==> src/verilog/conv_bank_map.svh <==
`ifndef CONV_BANK_MAP_SVH
`define CONV_BANK_MAP_SVH

// ------------------------------------------------------------
// Register offsets
// ------------------------------------------------------------
`define ADDR_ENABLE_DELAY     8'h12
`define ADDR_SOFT_RESET       8'h16
`define ADDR_DEVICE_CONFIG    8'h17
`define ADDR_TOP_IRQ_FLAGS    8'h18
`define ADDR_TOP_LIVE_STATUS  8'h1B

// ------------------------------------------------------------
// Reset values
// ------------------------------------------------------------
`define ENABLE_DELAY_RST      8'h00
`define SOFT_RESET_RST        1'h0
`define DEVICE_CONFIG_RST     4'h6
`define TOP_IRQ_FLAGS_RST     4'h0
`define READ_DATA_RST         8'h00

// ------------------------------------------------------------
// Field positions
// ------------------------------------------------------------
`define STOP_DELAY_MSB        7
`define STOP_DELAY_LSB        4
`define START_DELAY_MSB       3
`define START_DELAY_LSB       0
`define SOFT_RESET_BIT        0
`define CFG_WARN_SELECT_BIT   3
`define CFG_SECOND_PD_BIT     2
`define CFG_FIRST_PD_BIT      1
`define CFG_SPREAD_BIT        0
`define IRQ_SUMMARY_MSB       7
`define IRQ_SUMMARY_LSB       4
`define IRQ_SHUTDOWN_BIT      3
`define IRQ_WARNING_BIT       2
`define IRQ_RESET_BIT         1
`define IRQ_LOAD_READY_BIT    0
`define LIVE_SHUTDOWN_BIT     3
`define LIVE_WARNING_BIT      2

// ------------------------------------------------------------
// Timing
// ------------------------------------------------------------
`define CLOCK_PERIOD_PS       5000
`define ONE_MS_PS             1000000000
`define MS_CYCLES             (`ONE_MS_PS / `CLOCK_PERIOD_PS)
`define MS_COUNT_W            18
`define DELAY_CODE_W          4

`endif

==> src/verilog/conv_bank_pkg.sv <==
`default_nettype none

package conv_bank_pkg;

  typedef logic [7:0] reg_byte_t;

  // Register access from the serial interface logic
  typedef struct packed {
    reg_byte_t addr;
    logic      wr;
    logic      rd;
    reg_byte_t wdata;
  } reg_req_s;

  // Die temperature comparator pins
  typedef struct packed {
    logic above_shutdown;
    logic above_125c;
    logic above_105c;
  } die_temp_s;

  typedef enum logic [0:0] {
    TMR_IDLE = 1'b0,
    TMR_RUN  = 1'b1
  } timer_state_e;

endpackage

`default_nettype wire

==> src/verilog/converter_sequencing_irq_bank.sv <==
// Summary of operation
// Stop delay bits 7:4, n ms after fall
// Start delay bits 3:0, n ms after rise
// Soft reset restores defaults, reloads, resets serial
// Soft reset bit clears itself
// Bit 3 picks warning level 125 or 105
// Config bit 2 drives second enable pulldown
// Config bit 1 drives first enable pulldown
// Config bit 0 turns spread spectrum on
// Bits 7:4 summarise converter cause registers
// Summary drops when cause register reads zero
// Shutdown flag latches, stops and blocks converter
// Warning flag latches at selected threshold
// Reset flag latches on startup, undervoltage, soft
// Load-ready flag latches on new measurement
// Host writes one to clear flags 3:0
// Converter cause registers feed the summaries
// Live status shows raw thermal conditions
// Millisecond tick counts delays, restarts on edges
// Flag set beats simultaneous host clear
`timescale 1ns/1ps
`default_nettype none
`include "conv_bank_map.svh"

module converter_sequencing_irq_bank #(
  parameter int unsigned MS_CYCLES = `MS_CYCLES
) (
  input  wire logic                    clock,
  input  wire logic                    chip_reset_input,
  input  wire logic                    enable_input,
  input  wire logic                    analog_supply_low,
  input  wire conv_bank_pkg::die_temp_s die_temp,
  input  wire conv_bank_pkg::reg_req_s  reg_req,
  input  wire logic [3:0][7:0]         converter_cause,
  input  wire logic                    load_result_ready,
  output logic [7:0]                   rd_data,
  output logic                         converter0_enable,
  output logic                         thermal_warning_threshold_select,
  output logic                         first_enable_pulldown,
  output logic                         second_enable_pulldown,
  output logic                         spread_spectrum_on,
  output logic                         otp_reload,
  output logic                         serial_reset
);

  // ------------------------------------------------------------
  // Address decode
  // ------------------------------------------------------------
  function automatic logic hit(
    input conv_bank_pkg::reg_byte_t addr,
    input conv_bank_pkg::reg_byte_t target
  );
    hit = (addr == target);
  endfunction

  wire wr_delay  = reg_req.wr && hit(reg_req.addr, `ADDR_ENABLE_DELAY);
  wire wr_reset  = reg_req.wr && hit(reg_req.addr, `ADDR_SOFT_RESET);
  wire wr_config = reg_req.wr && hit(reg_req.addr, `ADDR_DEVICE_CONFIG);
  wire wr_irq    = reg_req.wr && hit(reg_req.addr, `ADDR_TOP_IRQ_FLAGS);

  // ------------------------------------------------------------
  // Pin synchronisers
  // ------------------------------------------------------------
  localparam int unsigned NUM_PINS = 5;

  logic [NUM_PINS-1:0] pin_raw;
  logic [NUM_PINS-1:0] sync1_q;
  logic [NUM_PINS-1:0] sync2_q;

  assign pin_raw = {enable_input, analog_supply_low,
                    die_temp.above_shutdown, die_temp.above_125c,
                    die_temp.above_105c};

  genvar gi;
  generate
    for (gi = 0; gi < NUM_PINS; gi++) begin : g_sync
      always_ff @(posedge clock) begin
        if (!chip_reset_input) begin
          sync1_q[gi] <= 1'b0;
          sync2_q[gi] <= 1'b0;
        end else begin
          sync1_q[gi] <= pin_raw[gi];
          sync2_q[gi] <= sync1_q[gi];
        end
      end
    end
  endgenerate

  wire enable_s   = sync2_q[4];
  wire supply_low = sync2_q[3];
  wire above_sd   = sync2_q[2];
  wire above_125  = sync2_q[1];
  wire above_105  = sync2_q[0];

  // ------------------------------------------------------------
  // Registers
  // ------------------------------------------------------------
  logic [7:0] delay_q;
  logic       soft_reset_q;
  logic [3:0] config_q;
  logic [3:0] irq_q;
  logic [3:0] irq_d;
  logic       startup_q;
  logic [7:0] rd_data_q;
  logic       otp_reload_q;
  logic       serial_reset_q;

  // Power-on start-up, undervoltage and soft reset share one path
  wire local_clear = soft_reset_q | supply_low | startup_q;

  always_ff @(posedge clock) begin
    if (!chip_reset_input) begin
      startup_q <= 1'b1;
    end else begin
      startup_q <= 1'b0;
    end
  end

  always_ff @(posedge clock) begin
    if (!chip_reset_input) begin
      delay_q <= `ENABLE_DELAY_RST;
    end else if (local_clear) begin
      delay_q <= `ENABLE_DELAY_RST;
    end else if (wr_delay) begin
      delay_q <= reg_req.wdata;
    end
  end

  always_ff @(posedge clock) begin
    if (!chip_reset_input) begin
      soft_reset_q <= `SOFT_RESET_RST;
    end else if (local_clear) begin
      soft_reset_q <= `SOFT_RESET_RST;
    end else if (wr_reset) begin
      soft_reset_q <= reg_req.wdata[`SOFT_RESET_BIT];
    end
  end

  always_ff @(posedge clock) begin
    if (!chip_reset_input) begin
      config_q <= `DEVICE_CONFIG_RST;
    end else if (local_clear) begin
      config_q <= `DEVICE_CONFIG_RST;
    end else if (wr_config) begin
      config_q <= reg_req.wdata[3:0];
    end
  end

  // Reload of one-time settings and serial logic reset
  always_ff @(posedge clock) begin
    if (!chip_reset_input) begin
      otp_reload_q   <= 1'b0;
      serial_reset_q <= 1'b0;
    end else begin
      otp_reload_q   <= local_clear;
      serial_reset_q <= soft_reset_q | supply_low;
    end
  end

  assign thermal_warning_threshold_select =
    config_q[`CFG_WARN_SELECT_BIT];
  assign second_enable_pulldown = config_q[`CFG_SECOND_PD_BIT];
  assign first_enable_pulldown  = config_q[`CFG_FIRST_PD_BIT];
  assign spread_spectrum_on     = config_q[`CFG_SPREAD_BIT];
  assign otp_reload             = otp_reload_q;
  assign serial_reset           = serial_reset_q;

  // ------------------------------------------------------------
  // Thermal and interrupt flags
  // ------------------------------------------------------------
  wire warning_live = config_q[`CFG_WARN_SELECT_BIT] ? above_105
                                                     : above_125;

  logic [3:0] irq_set;
  logic [3:0] irq_clear;
  logic [3:0] irq_keep;
  logic [3:0] summary;

  assign irq_set[`IRQ_SHUTDOWN_BIT]   = above_sd;
  assign irq_set[`IRQ_WARNING_BIT]    = warning_live;
  assign irq_set[`IRQ_RESET_BIT]      = local_clear;
  assign irq_set[`IRQ_LOAD_READY_BIT] = load_result_ready;

  assign irq_clear = wr_irq ? reg_req.wdata[3:0] : 4'h0;
  assign irq_keep  = local_clear ? `TOP_IRQ_FLAGS_RST : irq_q;
  assign irq_d     = irq_set | (irq_keep & ~irq_clear);

  always_ff @(posedge clock) begin
    if (!chip_reset_input) begin
      irq_q <= `TOP_IRQ_FLAGS_RST;
    end else begin
      irq_q <= irq_d;
    end
  end

  generate
    for (gi = 0; gi < 4; gi++) begin : g_summary
      assign summary[gi] = |converter_cause[gi];
    end
  endgenerate

  // ------------------------------------------------------------
  // Read path
  // ------------------------------------------------------------
  wire [7:0] irq_view  = {summary, irq_q};
  wire [7:0] live_view = {4'h0, above_sd, warning_live, 2'h0};
  wire [7:0] rd_mux =
    hit(reg_req.addr, `ADDR_ENABLE_DELAY)    ? delay_q :
    hit(reg_req.addr, `ADDR_SOFT_RESET)      ? {7'h00, soft_reset_q} :
    hit(reg_req.addr, `ADDR_DEVICE_CONFIG)   ? {4'h0, config_q} :
    hit(reg_req.addr, `ADDR_TOP_IRQ_FLAGS)   ? irq_view :
    hit(reg_req.addr, `ADDR_TOP_LIVE_STATUS) ? live_view : 8'h00;

  always_ff @(posedge clock) begin
    if (!chip_reset_input) begin
      rd_data_q <= `READ_DATA_RST;
    end else if (reg_req.rd) begin
      rd_data_q <= rd_mux;
    end
  end

  assign rd_data = rd_data_q;

  // ------------------------------------------------------------
  // Enable sequencing
  // ------------------------------------------------------------
  logic enable_prev_q;
  logic target_q;
  logic conv_en_q;
  logic delay_done;

  wire enable_rise = enable_s & ~enable_prev_q;
  wire enable_fall = ~enable_s & enable_prev_q;
  wire [3:0] delay_code =
    enable_rise ? delay_q[`START_DELAY_MSB:`START_DELAY_LSB]
                : delay_q[`STOP_DELAY_MSB:`STOP_DELAY_LSB];

  // Clearing the edge history makes a held enable restart the converter
  always_ff @(posedge clock) begin
    if (!chip_reset_input) begin
      enable_prev_q <= 1'b0;
      target_q      <= 1'b0;
    end else if (local_clear) begin
      enable_prev_q <= 1'b0;
      target_q      <= 1'b0;
    end else begin
      enable_prev_q <= enable_s;
      target_q      <= enable_rise ? 1'b1 :
                       enable_fall ? 1'b0 : target_q;
    end
  end

  ms_delay_timer #(
    .MS_CYCLES (MS_CYCLES)
  ) u_delay_timer (
    .clock   (clock),
    .chip_reset_input    (chip_reset_input),
    .load    (enable_rise | enable_fall),
    .code    (delay_code),
    .expired (delay_done)
  );

  always_ff @(posedge clock) begin
    if (!chip_reset_input) begin
      conv_en_q <= 1'b0;
    end else if (local_clear || irq_q[`IRQ_SHUTDOWN_BIT]) begin
      conv_en_q <= 1'b0;
    end else if (delay_done) begin
      conv_en_q <= target_q;
    end
  end

  assign converter0_enable = conv_en_q;

  // ------------------------------------------------------------
  // Checks
  // ------------------------------------------------------------
  property p_soft_reset_self_clear;
    @(posedge clock) disable iff (!chip_reset_input)
    soft_reset_q |=> !soft_reset_q;
  endproperty
  a_soft_reset_self_clear: assert property (p_soft_reset_self_clear)
    else $error("soft reset bit did not clear itself");

  property p_soft_reset_flags;
    @(posedge clock) disable iff (!chip_reset_input)
    soft_reset_q |=> irq_q[`IRQ_RESET_BIT] && otp_reload_q;
  endproperty
  a_soft_reset_flags: assert property (p_soft_reset_flags)
    else $error("soft reset did not latch reset flag");

  property p_config_default;
    @(posedge clock) disable iff (!chip_reset_input)
    soft_reset_q |=> (config_q == `DEVICE_CONFIG_RST) &&
                     (delay_q == `ENABLE_DELAY_RST) && serial_reset_q;
  endproperty
  a_config_default: assert property (p_config_default)
    else $error("soft reset did not restore defaults");

  property p_shutdown_blocks;
    @(posedge clock) disable iff (!chip_reset_input)
    irq_q[`IRQ_SHUTDOWN_BIT] |=> !conv_en_q;
  endproperty
  a_shutdown_blocks: assert property (p_shutdown_blocks)
    else $error("converter enabled while shutdown flag set");

  property p_set_beats_clear;
    @(posedge clock) disable iff (!chip_reset_input)
    load_result_ready && wr_irq &&
      reg_req.wdata[`IRQ_LOAD_READY_BIT] |=> irq_q[`IRQ_LOAD_READY_BIT];
  endproperty
  a_set_beats_clear: assert property (p_set_beats_clear)
    else $error("load-ready event lost to host clear");

  property p_write_one_clears;
    @(posedge clock) disable iff (!chip_reset_input)
    wr_irq && reg_req.wdata[`IRQ_LOAD_READY_BIT] && !load_result_ready
      |=> !irq_q[`IRQ_LOAD_READY_BIT];
  endproperty
  a_write_one_clears: assert property (p_write_one_clears)
    else $error("write one did not clear load-ready flag");

  property p_write_zero_keeps;
    @(posedge clock) disable iff (!chip_reset_input)
    wr_irq && irq_q[`IRQ_WARNING_BIT] && !local_clear &&
      !reg_req.wdata[`IRQ_WARNING_BIT] |=> irq_q[`IRQ_WARNING_BIT];
  endproperty
  a_write_zero_keeps: assert property (p_write_zero_keeps)
    else $error("write zero disturbed warning flag");

  property p_summary_read;
    @(posedge clock) disable iff (!chip_reset_input)
    reg_req.rd && hit(reg_req.addr, `ADDR_TOP_IRQ_FLAGS) |=>
      rd_data_q[`IRQ_SUMMARY_MSB:`IRQ_SUMMARY_LSB] == $past(summary);
  endproperty
  a_summary_read: assert property (p_summary_read)
    else $error("summary bits do not match cause registers");

  property p_zero_start_delay;
    @(posedge clock) disable iff (!chip_reset_input)
    enable_rise && !local_clear && (delay_q[3:0] == 4'h0) ##1
      !local_clear && !irq_q[`IRQ_SHUTDOWN_BIT] |=> conv_en_q;
  endproperty
  a_zero_start_delay: assert property (p_zero_start_delay)
    else $error("zero start delay did not enable converter");

endmodule // converter_sequencing_irq_bank

`default_nettype wire

==> src/verilog/ms_delay_timer.sv <==
`timescale 1ns/1ps
`default_nettype none
`include "conv_bank_map.svh"

module ms_delay_timer #(
  parameter int unsigned MS_CYCLES = `MS_CYCLES
) (
  input  wire logic                     clock,
  input  wire logic                     chip_reset_input,
  input  wire logic                     load,
  input  wire logic [`DELAY_CODE_W-1:0] code,
  output logic                          expired
);

  localparam logic [`MS_COUNT_W-1:0] LAST_CYCLE =
    `MS_COUNT_W'(MS_CYCLES - 1);
  localparam logic [`DELAY_CODE_W-1:0] ONE_MS = `DELAY_CODE_W'(1);

  conv_bank_pkg::timer_state_e state_q;
  logic [`MS_COUNT_W-1:0]      cycle_q;
  logic [`DELAY_CODE_W-1:0]    ms_left_q;
  logic                        expired_q;

  wire tick      = (state_q == conv_bank_pkg::TMR_RUN) &&
                   (cycle_q == LAST_CYCLE);
  wire last_tick = tick && (ms_left_q == ONE_MS);

  // ------------------------------------------------------------
  // Millisecond tick and countdown, restarted by each load
  // ------------------------------------------------------------
  always_ff @(posedge clock) begin
    if (!chip_reset_input) begin
      state_q   <= conv_bank_pkg::TMR_IDLE;
      cycle_q   <= '0;
      ms_left_q <= '0;
      expired_q <= 1'b0;
    end else if (load) begin
      cycle_q   <= '0;
      ms_left_q <= code;
      expired_q <= (code == '0);
      state_q   <= (code == '0) ? conv_bank_pkg::TMR_IDLE
                                : conv_bank_pkg::TMR_RUN;
    end else begin
      unique case (state_q)
        conv_bank_pkg::TMR_IDLE: begin
          expired_q <= 1'b0;
        end
        conv_bank_pkg::TMR_RUN: begin
          cycle_q   <= tick ? '0 : cycle_q + `MS_COUNT_W'(1);
          ms_left_q <= tick ? ms_left_q - ONE_MS : ms_left_q;
          expired_q <= last_tick;
          state_q   <= last_tick ? conv_bank_pkg::TMR_IDLE
                                 : conv_bank_pkg::TMR_RUN;
        end
      endcase
    end
  end

  assign expired = expired_q;

  // ------------------------------------------------------------
  // Checks
  // ------------------------------------------------------------
  property p_zero_code_now;
    @(posedge clock) disable iff (!chip_reset_input)
    load && (code == '0) |=> expired;
  endproperty
  a_zero_code_now: assert property (p_zero_code_now)
    else $error("zero delay code did not expire at once");

  property p_no_early_expiry;
    @(posedge clock) disable iff (!chip_reset_input)
    load && (code != '0) ##1 !load [*2] |-> !expired;
  endproperty
  a_no_early_expiry: assert property (p_no_early_expiry)
    else $error("delay expired before one millisecond");

endmodule // ms_delay_timer

`default_nettype wire

==> config.mk <==
export PLATFORM = sky130hd
export DESIGN_NAME = converter_sequencing_irq_bank
export DESIGN_NICKNAME = d
export VERILOG_FILES = /design/src/verilog/conv_bank_pkg.sv /design/src/verilog/converter_sequencing_irq_bank.sv /design/src/verilog/ms_delay_timer.sv
export VERILOG_INCLUDE_DIRS = /design/src /design/src/verilog
export SDC_FILE = /design/constraint.sdc
export NUM_CORES = 1
export LEC_CHECK = 0
export BUFFER_PORTS_ARGS = -buffer_cell sky130_fd_sc_hd__buf_2
export CAP_MARGIN = 20
export CORE_AREA = 2 2 86 88
export CTS_CLUSTER_SIZE = 30
export DETAILED_ROUTE_END_ITERATION = 8
export DIE_AREA = 0 0 88 90
export PLACE_DENSITY = 0.67
export SLEW_MARGIN = 15
export SYNTH_ARGS = -nofsm -noshare
export SYNTH_HDL_FRONTEND = slang
export SYNTH_SLANG_ARGS = --single-unit
==> constraint.sdc <==
create_clock -name clock -period 2.4 [get_ports clock]
set_input_delay 0.12 -clock clock [delete_from_list [all_inputs] [get_ports clock]]
set_output_delay 0.12 -clock clock [all_outputs]
set_load 0.01 [all_outputs]
== Yosys cells after proc, flatten, opt, wreduce, memory -nomap -nowiden ==
Index checks and enable logic that the tools add are counted.

* Reduce and logical (&&, ||, !) cells: 19
* Multiplexer cells: 22
* Order comparisons: 0
* Equality and inequality tests: 7
* Multipliers: 0
* Divide/modulo/power cells: 0
* Shift operators: 0
* Bitwise logic cells: 12
* Add/sub/neg operators: 2

{| class="wikitable"
|+ Operator list
! kind !! count
|-
| 8-bit by 5-bit equality test with 1-bit output, second input constant || 5
|-
| 8-bit 2-to-1 mux || 4
|-
| 8-bit OR reduction || 4
|-
| 4-bit 2-to-1 mux || 7
|-
| 18-bit by 1-bit adder with 18-bit output, second input constant || 1
|-
| 18-bit equality test, second input constant || 1
|-
| 18-bit 2-to-1 mux || 1
|-
| 1-bit 2-to-1 mux || 9
|-
| 1-bit logical AND || 6
|-
| 2-bit nonzero test || 3
|-
| 2-bit OR reduction || 3
|-
| 4-bit bitwise AND || 1
|-
| 4-bit by 1-bit equality test with 1-bit output, second input constant || 1
|-
| 4-bit zero test || 1
|-
| 1-bit NOT || 4
|-
| 4-bit NOT || 1
|-
| 4-bit OR || 1
|-
| 4-bit by 1-bit subtractor with 4-bit output, second input constant || 1
|-
| 1-bit OR || 3
|-
| 1-bit bitwise AND || 2
|-
| 1-bit case mux with 2 select lines || 1
|-
| 2-bit AND reduction || 1
|-
| 1-bit logical OR || 1
|}

* Memories kept: 0
* RAM bits: 0
* Latch bits: 0
* Bits in read-only memories: 0
* Bits of input ports: 58
* Bits in registers: 65

== Logic depth before layout (Yosys ltp) ==
Gate-level depths: netlist of run 1.

* Word-level depth: 6
* Mapped depth: 7
* Depth with buffers taken out: 6

== Cells and area by module ==
Synthesis of run 1 repeated with hierarchy kept, for this count alone.

* Cell total of the unflattened synthesis: 319
* Area, all modules: 2921.6 um^2

{| class="wikitable"
|+ Modules (own cells, without submodules)
! module !! area an instance (um^2) !! cells each !! times used
|-
| converter_sequencing_irq_bank || 1720.4 || 181 || 1
|-
| ms_delay_timer || 1201.2 || 138 || 1
|}

== Worst setup path after synthesis of run 1 ==
No wires, ideal clock.

* Path kind: register -> register
* Start: register u_delay_timer.cycle_q[0]
* End: register u_delay_timer.ms_left_q[2]
* Path buffers: 2
* Required time: 2.322 ns
* Data arrival time: 1.516 ns
* Clock period less this slack: 1.594 ns
* Stages on the path, launching flop included: 8
* Path slack: 0.806 ns
* Cell sequence: dfxtp_1 -> ha_1 -> and3_1 -> buf_4 -> nand4_4 -> buf_2 -> o311a_1 -> nor3_1

* Longest elaborated chain between the ends: 4

{| class="wikitable"
|+ Ends and longest elaborated chain
! element !! RTL line !! text
|-
| from (decl) || ms_delay_timer.sv:20 || <nowiki>logic [`MS_COUNT_W-1:0] cycle_q;</nowiki>
|-
| from (signal assigned) || ms_delay_timer.sv:49 || <nowiki>cycle_q <= tick ? '0 : cycle_q + `MS_COUNT_W'(1);</nowiki>
|-
| 18-bit equality test || ms_delay_timer.sv:25 || <nowiki>(cycle_q == LAST_CYCLE);</nowiki>
|-
| 1-bit logical AND || ms_delay_timer.sv:24 || <nowiki>wire tick = (state_q == conv_bank_pkg::TMR_RUN) &&</nowiki>
|-
| 2-bit nonzero test (no source line) || - ||
|-
| 2-bit AND reduction (no source line) || - ||
|-
| to (signal assigned) || ms_delay_timer.sv:39 || <nowiki>ms_left_q <= code;</nowiki>
|-
| to (signal assigned) || ms_delay_timer.sv:50 || <nowiki>ms_left_q <= tick ? ms_left_q - ONE_MS : ms_left_q;</nowiki>
|-
| to (decl) || ms_delay_timer.sv:21 || <nowiki>logic [`DELAY_CODE_W-1:0] ms_left_q;</nowiki>
|}

No other way between the ends.
A chain may end at the register's enable or synchronous reset.

== Worst setup path after layout of run 1 ==
* Start: register u_delay_timer.cycle_q[0]
* End: register u_delay_timer.cycle_q[7]

* Longest elaborated chain between the ends: 3
* Elaborated cells between the ends (all ways): 4
* Those cells by class: add/sub (1); eq/ne (1); mux (1); reduce/logical (1)

{| class="wikitable"
|+ Ends and longest elaborated chain
! element !! RTL line
|-
| branches (longest 2 deep; another with 18-bit by 1-bit adder with 18-bit output) || -
|-
| 18-bit 2-to-1 mux (*) || ms_delay_timer.sv:49
|}

Mark *: on every way between the ends.

==> impl_metrics.env, run 1 <==
export IMPL_cp_start_kind="flip-flop"
export IMPL_post_drt_wl_per_cell_um=13.11
export IMPL_fmax_mhz=537.8
export IMPL_synthArstFlopShare_pct=0
export IMPL_critPathCaptureType="flip-flop"
export IMPL_cts_buffers_inserted=9
export IMPL_synth_area_um2=2933
export IMPL_required_ns=2.64
export IMPL_coreArea_um2=7020
export IMPL_cts_root_buf="clkbuf_8"
export IMPL_crit_arrival_ns=2.09
export IMPL_drt_total_wl_um=6569
export IMPL_htreeDepth=3
export IMPL_drtIter0Drc=146
export IMPL_track_usage_pct=17.99
export IMPL_cts_setup_buffers=0
export IMPL_clk_pin_slew_ns=0.07
export IMPL_drtPass1Iterations=4
export IMPL_synth_area_leaders="dfxtp_1 (44%), mux2i_1 (5.5%), nor2_1 (3.6%)"
export IMPL_ant_nets=0
export IMPL_crit_type="flip-flop to flip-flop"
export IMPL_ys_flop_type="dfxtp_1"
export IMPL_yosysSeqAreaShare_pct=44.37
export IMPL_fp_dieW_um=88
export IMPL_fin_nets=459
export IMPL_initial_utilization_pct=41.78
export IMPL_finalSetupViolCount=0
export IMPL_grt_pass1_wl_um=11340
export IMPL_ios=73
export IMPL_ys_top_cells_by_count="dfxtp_1 (65), nor2_1 (28), nand2_1 (20)"
export IMPL_yosys_area_top_type="dfxtp_1"
export IMPL_routabilityCongestion=0.7888
export IMPL_antenna_found_initial=0
export IMPL_avgSynthCellArea_um2=9.281
export IMPL_synthToLayoutAreaGrowth_pct=25.60
export IMPL_yosysMostFrequentCell="dfxtp_1"
export IMPL_synth_cells=316
export IMPL_yosysWarnings=0
export IMPL_min_period_over_period_pct=77.47
export IMPL_insertion_delay_ns=0.34
export IMPL_post_synth_num_cell_types=54
export IMPL_grt_pass1_vias=2529
export IMPL_dieArea_um2=7920
export IMPL_maxCapViolCount=0
export IMPL_viasPerCell=5.269
export IMPL_numPortBuffers=72
export IMPL_tritoncts="done"
export IMPL_synth_top_area_share_pct=44.37
export IMPL_whs_ns=0.02222
export IMPL_maxSlewViolCount=0
export IMPL_skew_ns=0.007594
export IMPL_global_route_overflow_total=0
export IMPL_worst_pin_slew_ns=0.5778
export IMPL_clk_path_buf_depth=2
export IMPL_vdd_drop_max_mv=0.4217
export IMPL_hold_violations=0
export IMPL_drc=0
export IMPL_num_rows=31
export IMPL_num_antenna_cells=0
export IMPL_p_per_area_nw_per_um2=623.6
export IMPL_synth_edff_count=0
export IMPL_grt_max_degree=39
export IMPL_hp_class="input port to flip-flop"
export IMPL_num_vias=2640
export IMPL_cts_sinks=65
export IMPL_p_leak_nw=1.537
export IMPL_yosys_register_bits=65
export IMPL_status="finished clean"
export IMPL_fin_crit_ns=1.859
export IMPL_synth_nets=378
export IMPL_chipHeight_um=90
export IMPL_cp_max_fo=12
export IMPL_dpl_hpwl_um=4780
export IMPL_fin_tns_setup_ns=0
export IMPL_rsz0062_at_grt="false"
export IMPL_slew_headroom_pct=61.48
export IMPL_layout_drive_gt1_share_pct=26.87
==> cells in the final DEF (no fill, tap or decap), types with 3 or more instances in the layout <==
master and n:
a21oi_1 17, a22oi_1 3, a32oi_1 4, and2_1 11, and3_1 5, buf_2 72, buf_4 5, clkbuf_8 14
dfxtp_1 65, dlygate4sd3_1 6, ha_1 4, inv_1 10, mux2_2 5, mux2i_1 16, nand2_1 20, nand2b_1 3
nand3_1 13, nand4_1 7, nor2_1 28, nor3_1 7, nor3b_1 3, nor4_1 11, o21a_1 6, o21ai_0 14
or3_1 4, xnor2_1 4, xor2_1 7
==> layout make-up <==
type | count | area [µm²]
clock buffer | 15 | 196.4
clock inverter | 1 | 30.03
fill | 662 | 3337
inverter | 10 | 37.54
multi-input combinational | 228 | 1536
sequential | 65 | 1301
tap | 99 | 123.9
timing repair buffer | 83 | 457.9
==> routing by layer <==
layer | wire length (µm) | vias to the layer above | global-route usage [%]
met5 | 0 | - | 0
met1 | 3137 | 1256 | 23.24
li1 | - | 1316 | -
met4 | 110 | 0 | 7.692
met3 | 271 | 10 | 4.500
met2 | 3049 | 58 | 28.16
==> metrics by stage <==
step / std cells / instance area [µm²] / util (%) / setup WS (ns) / power [mW]
2_1_floorplan: 316 / 2933 / - / 0.8064 / 1.214
3_3_place_gp: 479 / 3397 / 48.39 / 0.6343 / 1.293
3_5_place_dp: 479 / 3397 / 48.39 / 0.5403 / 1.296
4_1_cts: 501 / 3684 / 52.47 / 0.5305 / 2.318
5_1_grt: 501 / 3684 / 52.47 / 0.3353 / 2.388
6_report: 501 / 3684 / 52.47 / 0.5407 / 2.297
==> power breakdown <==
part           leakage, nW  internal (mW)  switching (mW)
Combinational        0.892         0.0808          0.0835
Clock                0.116          0.623           0.395
Sequential           0.529           1.10          0.0123
Total                 1.54           1.81           0.491
==> logic make-up (layout without fill, tap and decap cells) <==
family          count (synthesis)  after routing  share of synthesized area, %
simple gates                  133            133                         26.75
flops                          65             65                         44.37
compound gates                 59             59                         13.27
buf+inv                        23            109                         3.243
mux                            21             21                         7.380
xor+xnor                       11             11                         3.285
fa+ha+maj                       4              4                         1.707
==> flip-flops by register name (all words and copies together), names as in the netlist, 4 cells and up <==
name and flops:
config_q 4, sync1_q 5, u_delay_timer.ms_left_q 4, u_delay_timer.cycle_q 18, irq_q 4, rd_data 8
delay_q 8
==> worst paths after layout <==
check	from	to	slack, ns	cells after the start
setup / recovery	u_delay_timer.cycle_q[0]	u_delay_timer.cycle_q[7]	0.54	6
hold / removal	reg_req[7]	delay_q[7]	0.02	3
setup reg to reg	u_delay_timer.cycle_q[0]	u_delay_timer.cycle_q[7]	0.54	6
hold reg to reg	sync1_q[2]	above_sd	0.43	1
==> critical path, stage by stage, from the launching register on <==
cell and delay (ns):
dfxtp_1 0.39, ha_1 0.18, and3_1 0.32, nand4_4 0.24, o21bai_2 0.32, buf_4 0.24
nor2_1 0.07
==> repair_timing <==
action	in CTS	in global routing
resized for setup	0	0
hold buffers	6	0
hold endpoints to repair	6	0
setup endpoints to repair	0	0
Power figures use the tool's default switching activity.
==> inputs of run 2 (changes only) <==
clock period = 1.9 ns   (was 2.4 ns; I/O delays follow)
==> run 2 against run 1 <==
  * Cell count increased by 2.0%
  * Via count is 2.1% lower
  * Clock power up 30%
  * Count of clock-buffer cells in the layout down 5
  * Sequential power increased by 27%
  * Global-route usage shrank 0.18 points
  * Worst hold slack worse by 0.013 ns
  * Largest power group unchanged
  * Highest routed layer unchanged
==> impl_metrics.env, run 2 (synthesis results as in run 1) <==
export IMPL_fmax_mhz=587.7
export IMPL_slew_headroom_pct=66.46
export IMPL_global_route_overflow_total=0
export IMPL_viasPerCell=5.057
export IMPL_num_rows=31
export IMPL_p_per_area_nw_per_um2=783.9
export IMPL_drtIter0Drc=102
export IMPL_drc=0
export IMPL_min_period_over_period_pct=89.56
export IMPL_num_antenna_cells=0
export IMPL_fin_tns_setup_ns=0
export IMPL_clk_pin_slew_ns=0.07
export IMPL_ctsResizeCount=0
export IMPL_largest_register_ffs=18
export IMPL_fin_crit_ns=1.702
export IMPL_status="finished clean"
export IMPL_worst_pin_slew_ns=0.5017
export IMPL_grtUsageMet2_pct=27.15
export IMPL_crit_arrival_ns=1.93
export IMPL_cp_start_kind="flip-flop"
export IMPL_drtPass1Iterations=5
export IMPL_track_usage_pct=17.80
export IMPL_fp_dieW_um=88
export IMPL_finalSetupViolCount=0
export IMPL_tritoncts="done"
export IMPL_insertion_delay_ns=0.34
export IMPL_skew_ns=0.01111
export IMPL_globalRouteMet1Util_pct=24.71
export IMPL_numPortBuffers=72
export IMPL_ios=73
export IMPL_coreArea_um2=7020
export IMPL_clk_path_buf_depth=2
export IMPL_antenna_found_initial=0
export IMPL_grtUsageMet3_pct=4.040
export IMPL_htreeDepth=3
export IMPL_maxCapViolCount=0
export IMPL_layout_drive_gt1_share_pct=28.64
export IMPL_final_cells=511
export IMPL_dpl_hpwl_um=5042
export IMPL_p_leak_nw=1.582
export IMPL_synthToLayoutAreaGrowth_pct=28.29
export IMPL_final_core_util_pct=53.59
export IMPL_top_register="u_delay_timer.cycle_q"
export IMPL_num_vias=2584
export IMPL_dieArea_um2=7920
export IMPL_cts_buffers_inserted=9
export IMPL_required_ns=2.13
export IMPL_grt_pass1_vias=2482
export IMPL_layout_commonest_cell="buf_2"
export IMPL_fin_nets=469
export IMPL_most_common_layout_cells="buf_2 (72), dfxtp_1 (65), nor2_1 (28)"
export IMPL_ant_nets=0
export IMPL_hold_violations=0
export IMPL_rsz0062_at_grt="false"
export IMPL_grt_pass1_wl_um=11310
export IMPL_cts_hold_buffers=7
export IMPL_drt_total_wl_um=6668
export IMPL_crit_type="flip-flop to flip-flop"
export IMPL_initial_utilization_pct=41.78
export IMPL_chipHeight_um=90
export IMPL_whs_ns=0.008798
export IMPL_grt_busiest_layer="met2"
export IMPL_maxSlewViolCount=0
export IMPL_critPathCaptureType="flip-flop"
export IMPL_hp_class="input port to flip-flop"
export IMPL_placed_cells_incl_taps=488
export IMPL_routabilityCongestion=0.8476
export IMPL_cts_root_buf="clkbuf_8"
export IMPL_cts_setup_buffers=0
export IMPL_cp_max_fo=10
export IMPL_grt_max_degree=26
export IMPL_cts_sinks=65
export IMPL_vdd_drop_max_mv=0.5106
export IMPL_post_drt_wl_per_cell_um=13.05
run 2: cell count changes in the layout (fill, tap and decap cells not counted), sizes merged:
cell / delta
bufinv: +1
inv: +1
clkinvlp: +1
dlygate4sd3: +1
clkbuf: -5
clkinv: +2
buf: +9
run 2: critical path: stages, from the launching register on:
cell      delay (ns)
dfxtp_1         0.39
ha_1            0.18
and3_1          0.26
nand4_4         0.19
o2111a_1        0.28
a311o_1         0.30
run 2: layout make-up:
type	instances	area, µm²
multi-input combinational	228	1536
tap	99	123.9
timing repair buffer	93	535.5
sequential	65	1301
fill	644	3258
clock buffer	10	137.6
clock inverter	6	90.09
inverter	10	37.54
run 2: layer usage:
metal | routed length (µm) | share of wire, % | up-vias
li1 | - | - | 1336
met1 | 3215 | 48 | 1177
met2 | 3090 | 46 | 59
met3 | 291 | 4.4 | 12
met4 | 70 | 1.0 | 0
met5 | 0 | 0 | -
run 2: worst paths after layout:
path / start / endpoint / slack [ns] / depth (start not counted)
worst min register to register: sync1_q[1] / above_125 / 0.44 / 1
worst max register to register: u_delay_timer.cycle_q[0] / u_delay_timer.ms_left_q[0] / 0.20 / 5
worst max-delay path: u_delay_timer.cycle_q[0] / u_delay_timer.ms_left_q[0] / 0.20 / 5
worst min-delay path: reg_req[7] / delay_q[7] / 0.009 / 3
run 2: metrics by stage:
stage / cell area, µm² / worst slack [ns] / power (mW)
floorplan: 2933 / 0.3064 / 1.533
global placement: 3465 / 0.2468 / 1.638
detailed placement: 3465 / 0.2026 / 1.642
CTS: 3762 / 0.1963 / 2.976
global route: 3762 / 0.03459 / 3.060
finish: 3762 / 0.1984 / 2.949
run 2: power by group:
| part | switching, mW | internal [mW] |
|---|---|---|
| Sequential | 0.0156 | 1.39 |
| Clock | 0.550 | 0.779 |
| Combinational | 0.106 | 0.108 |
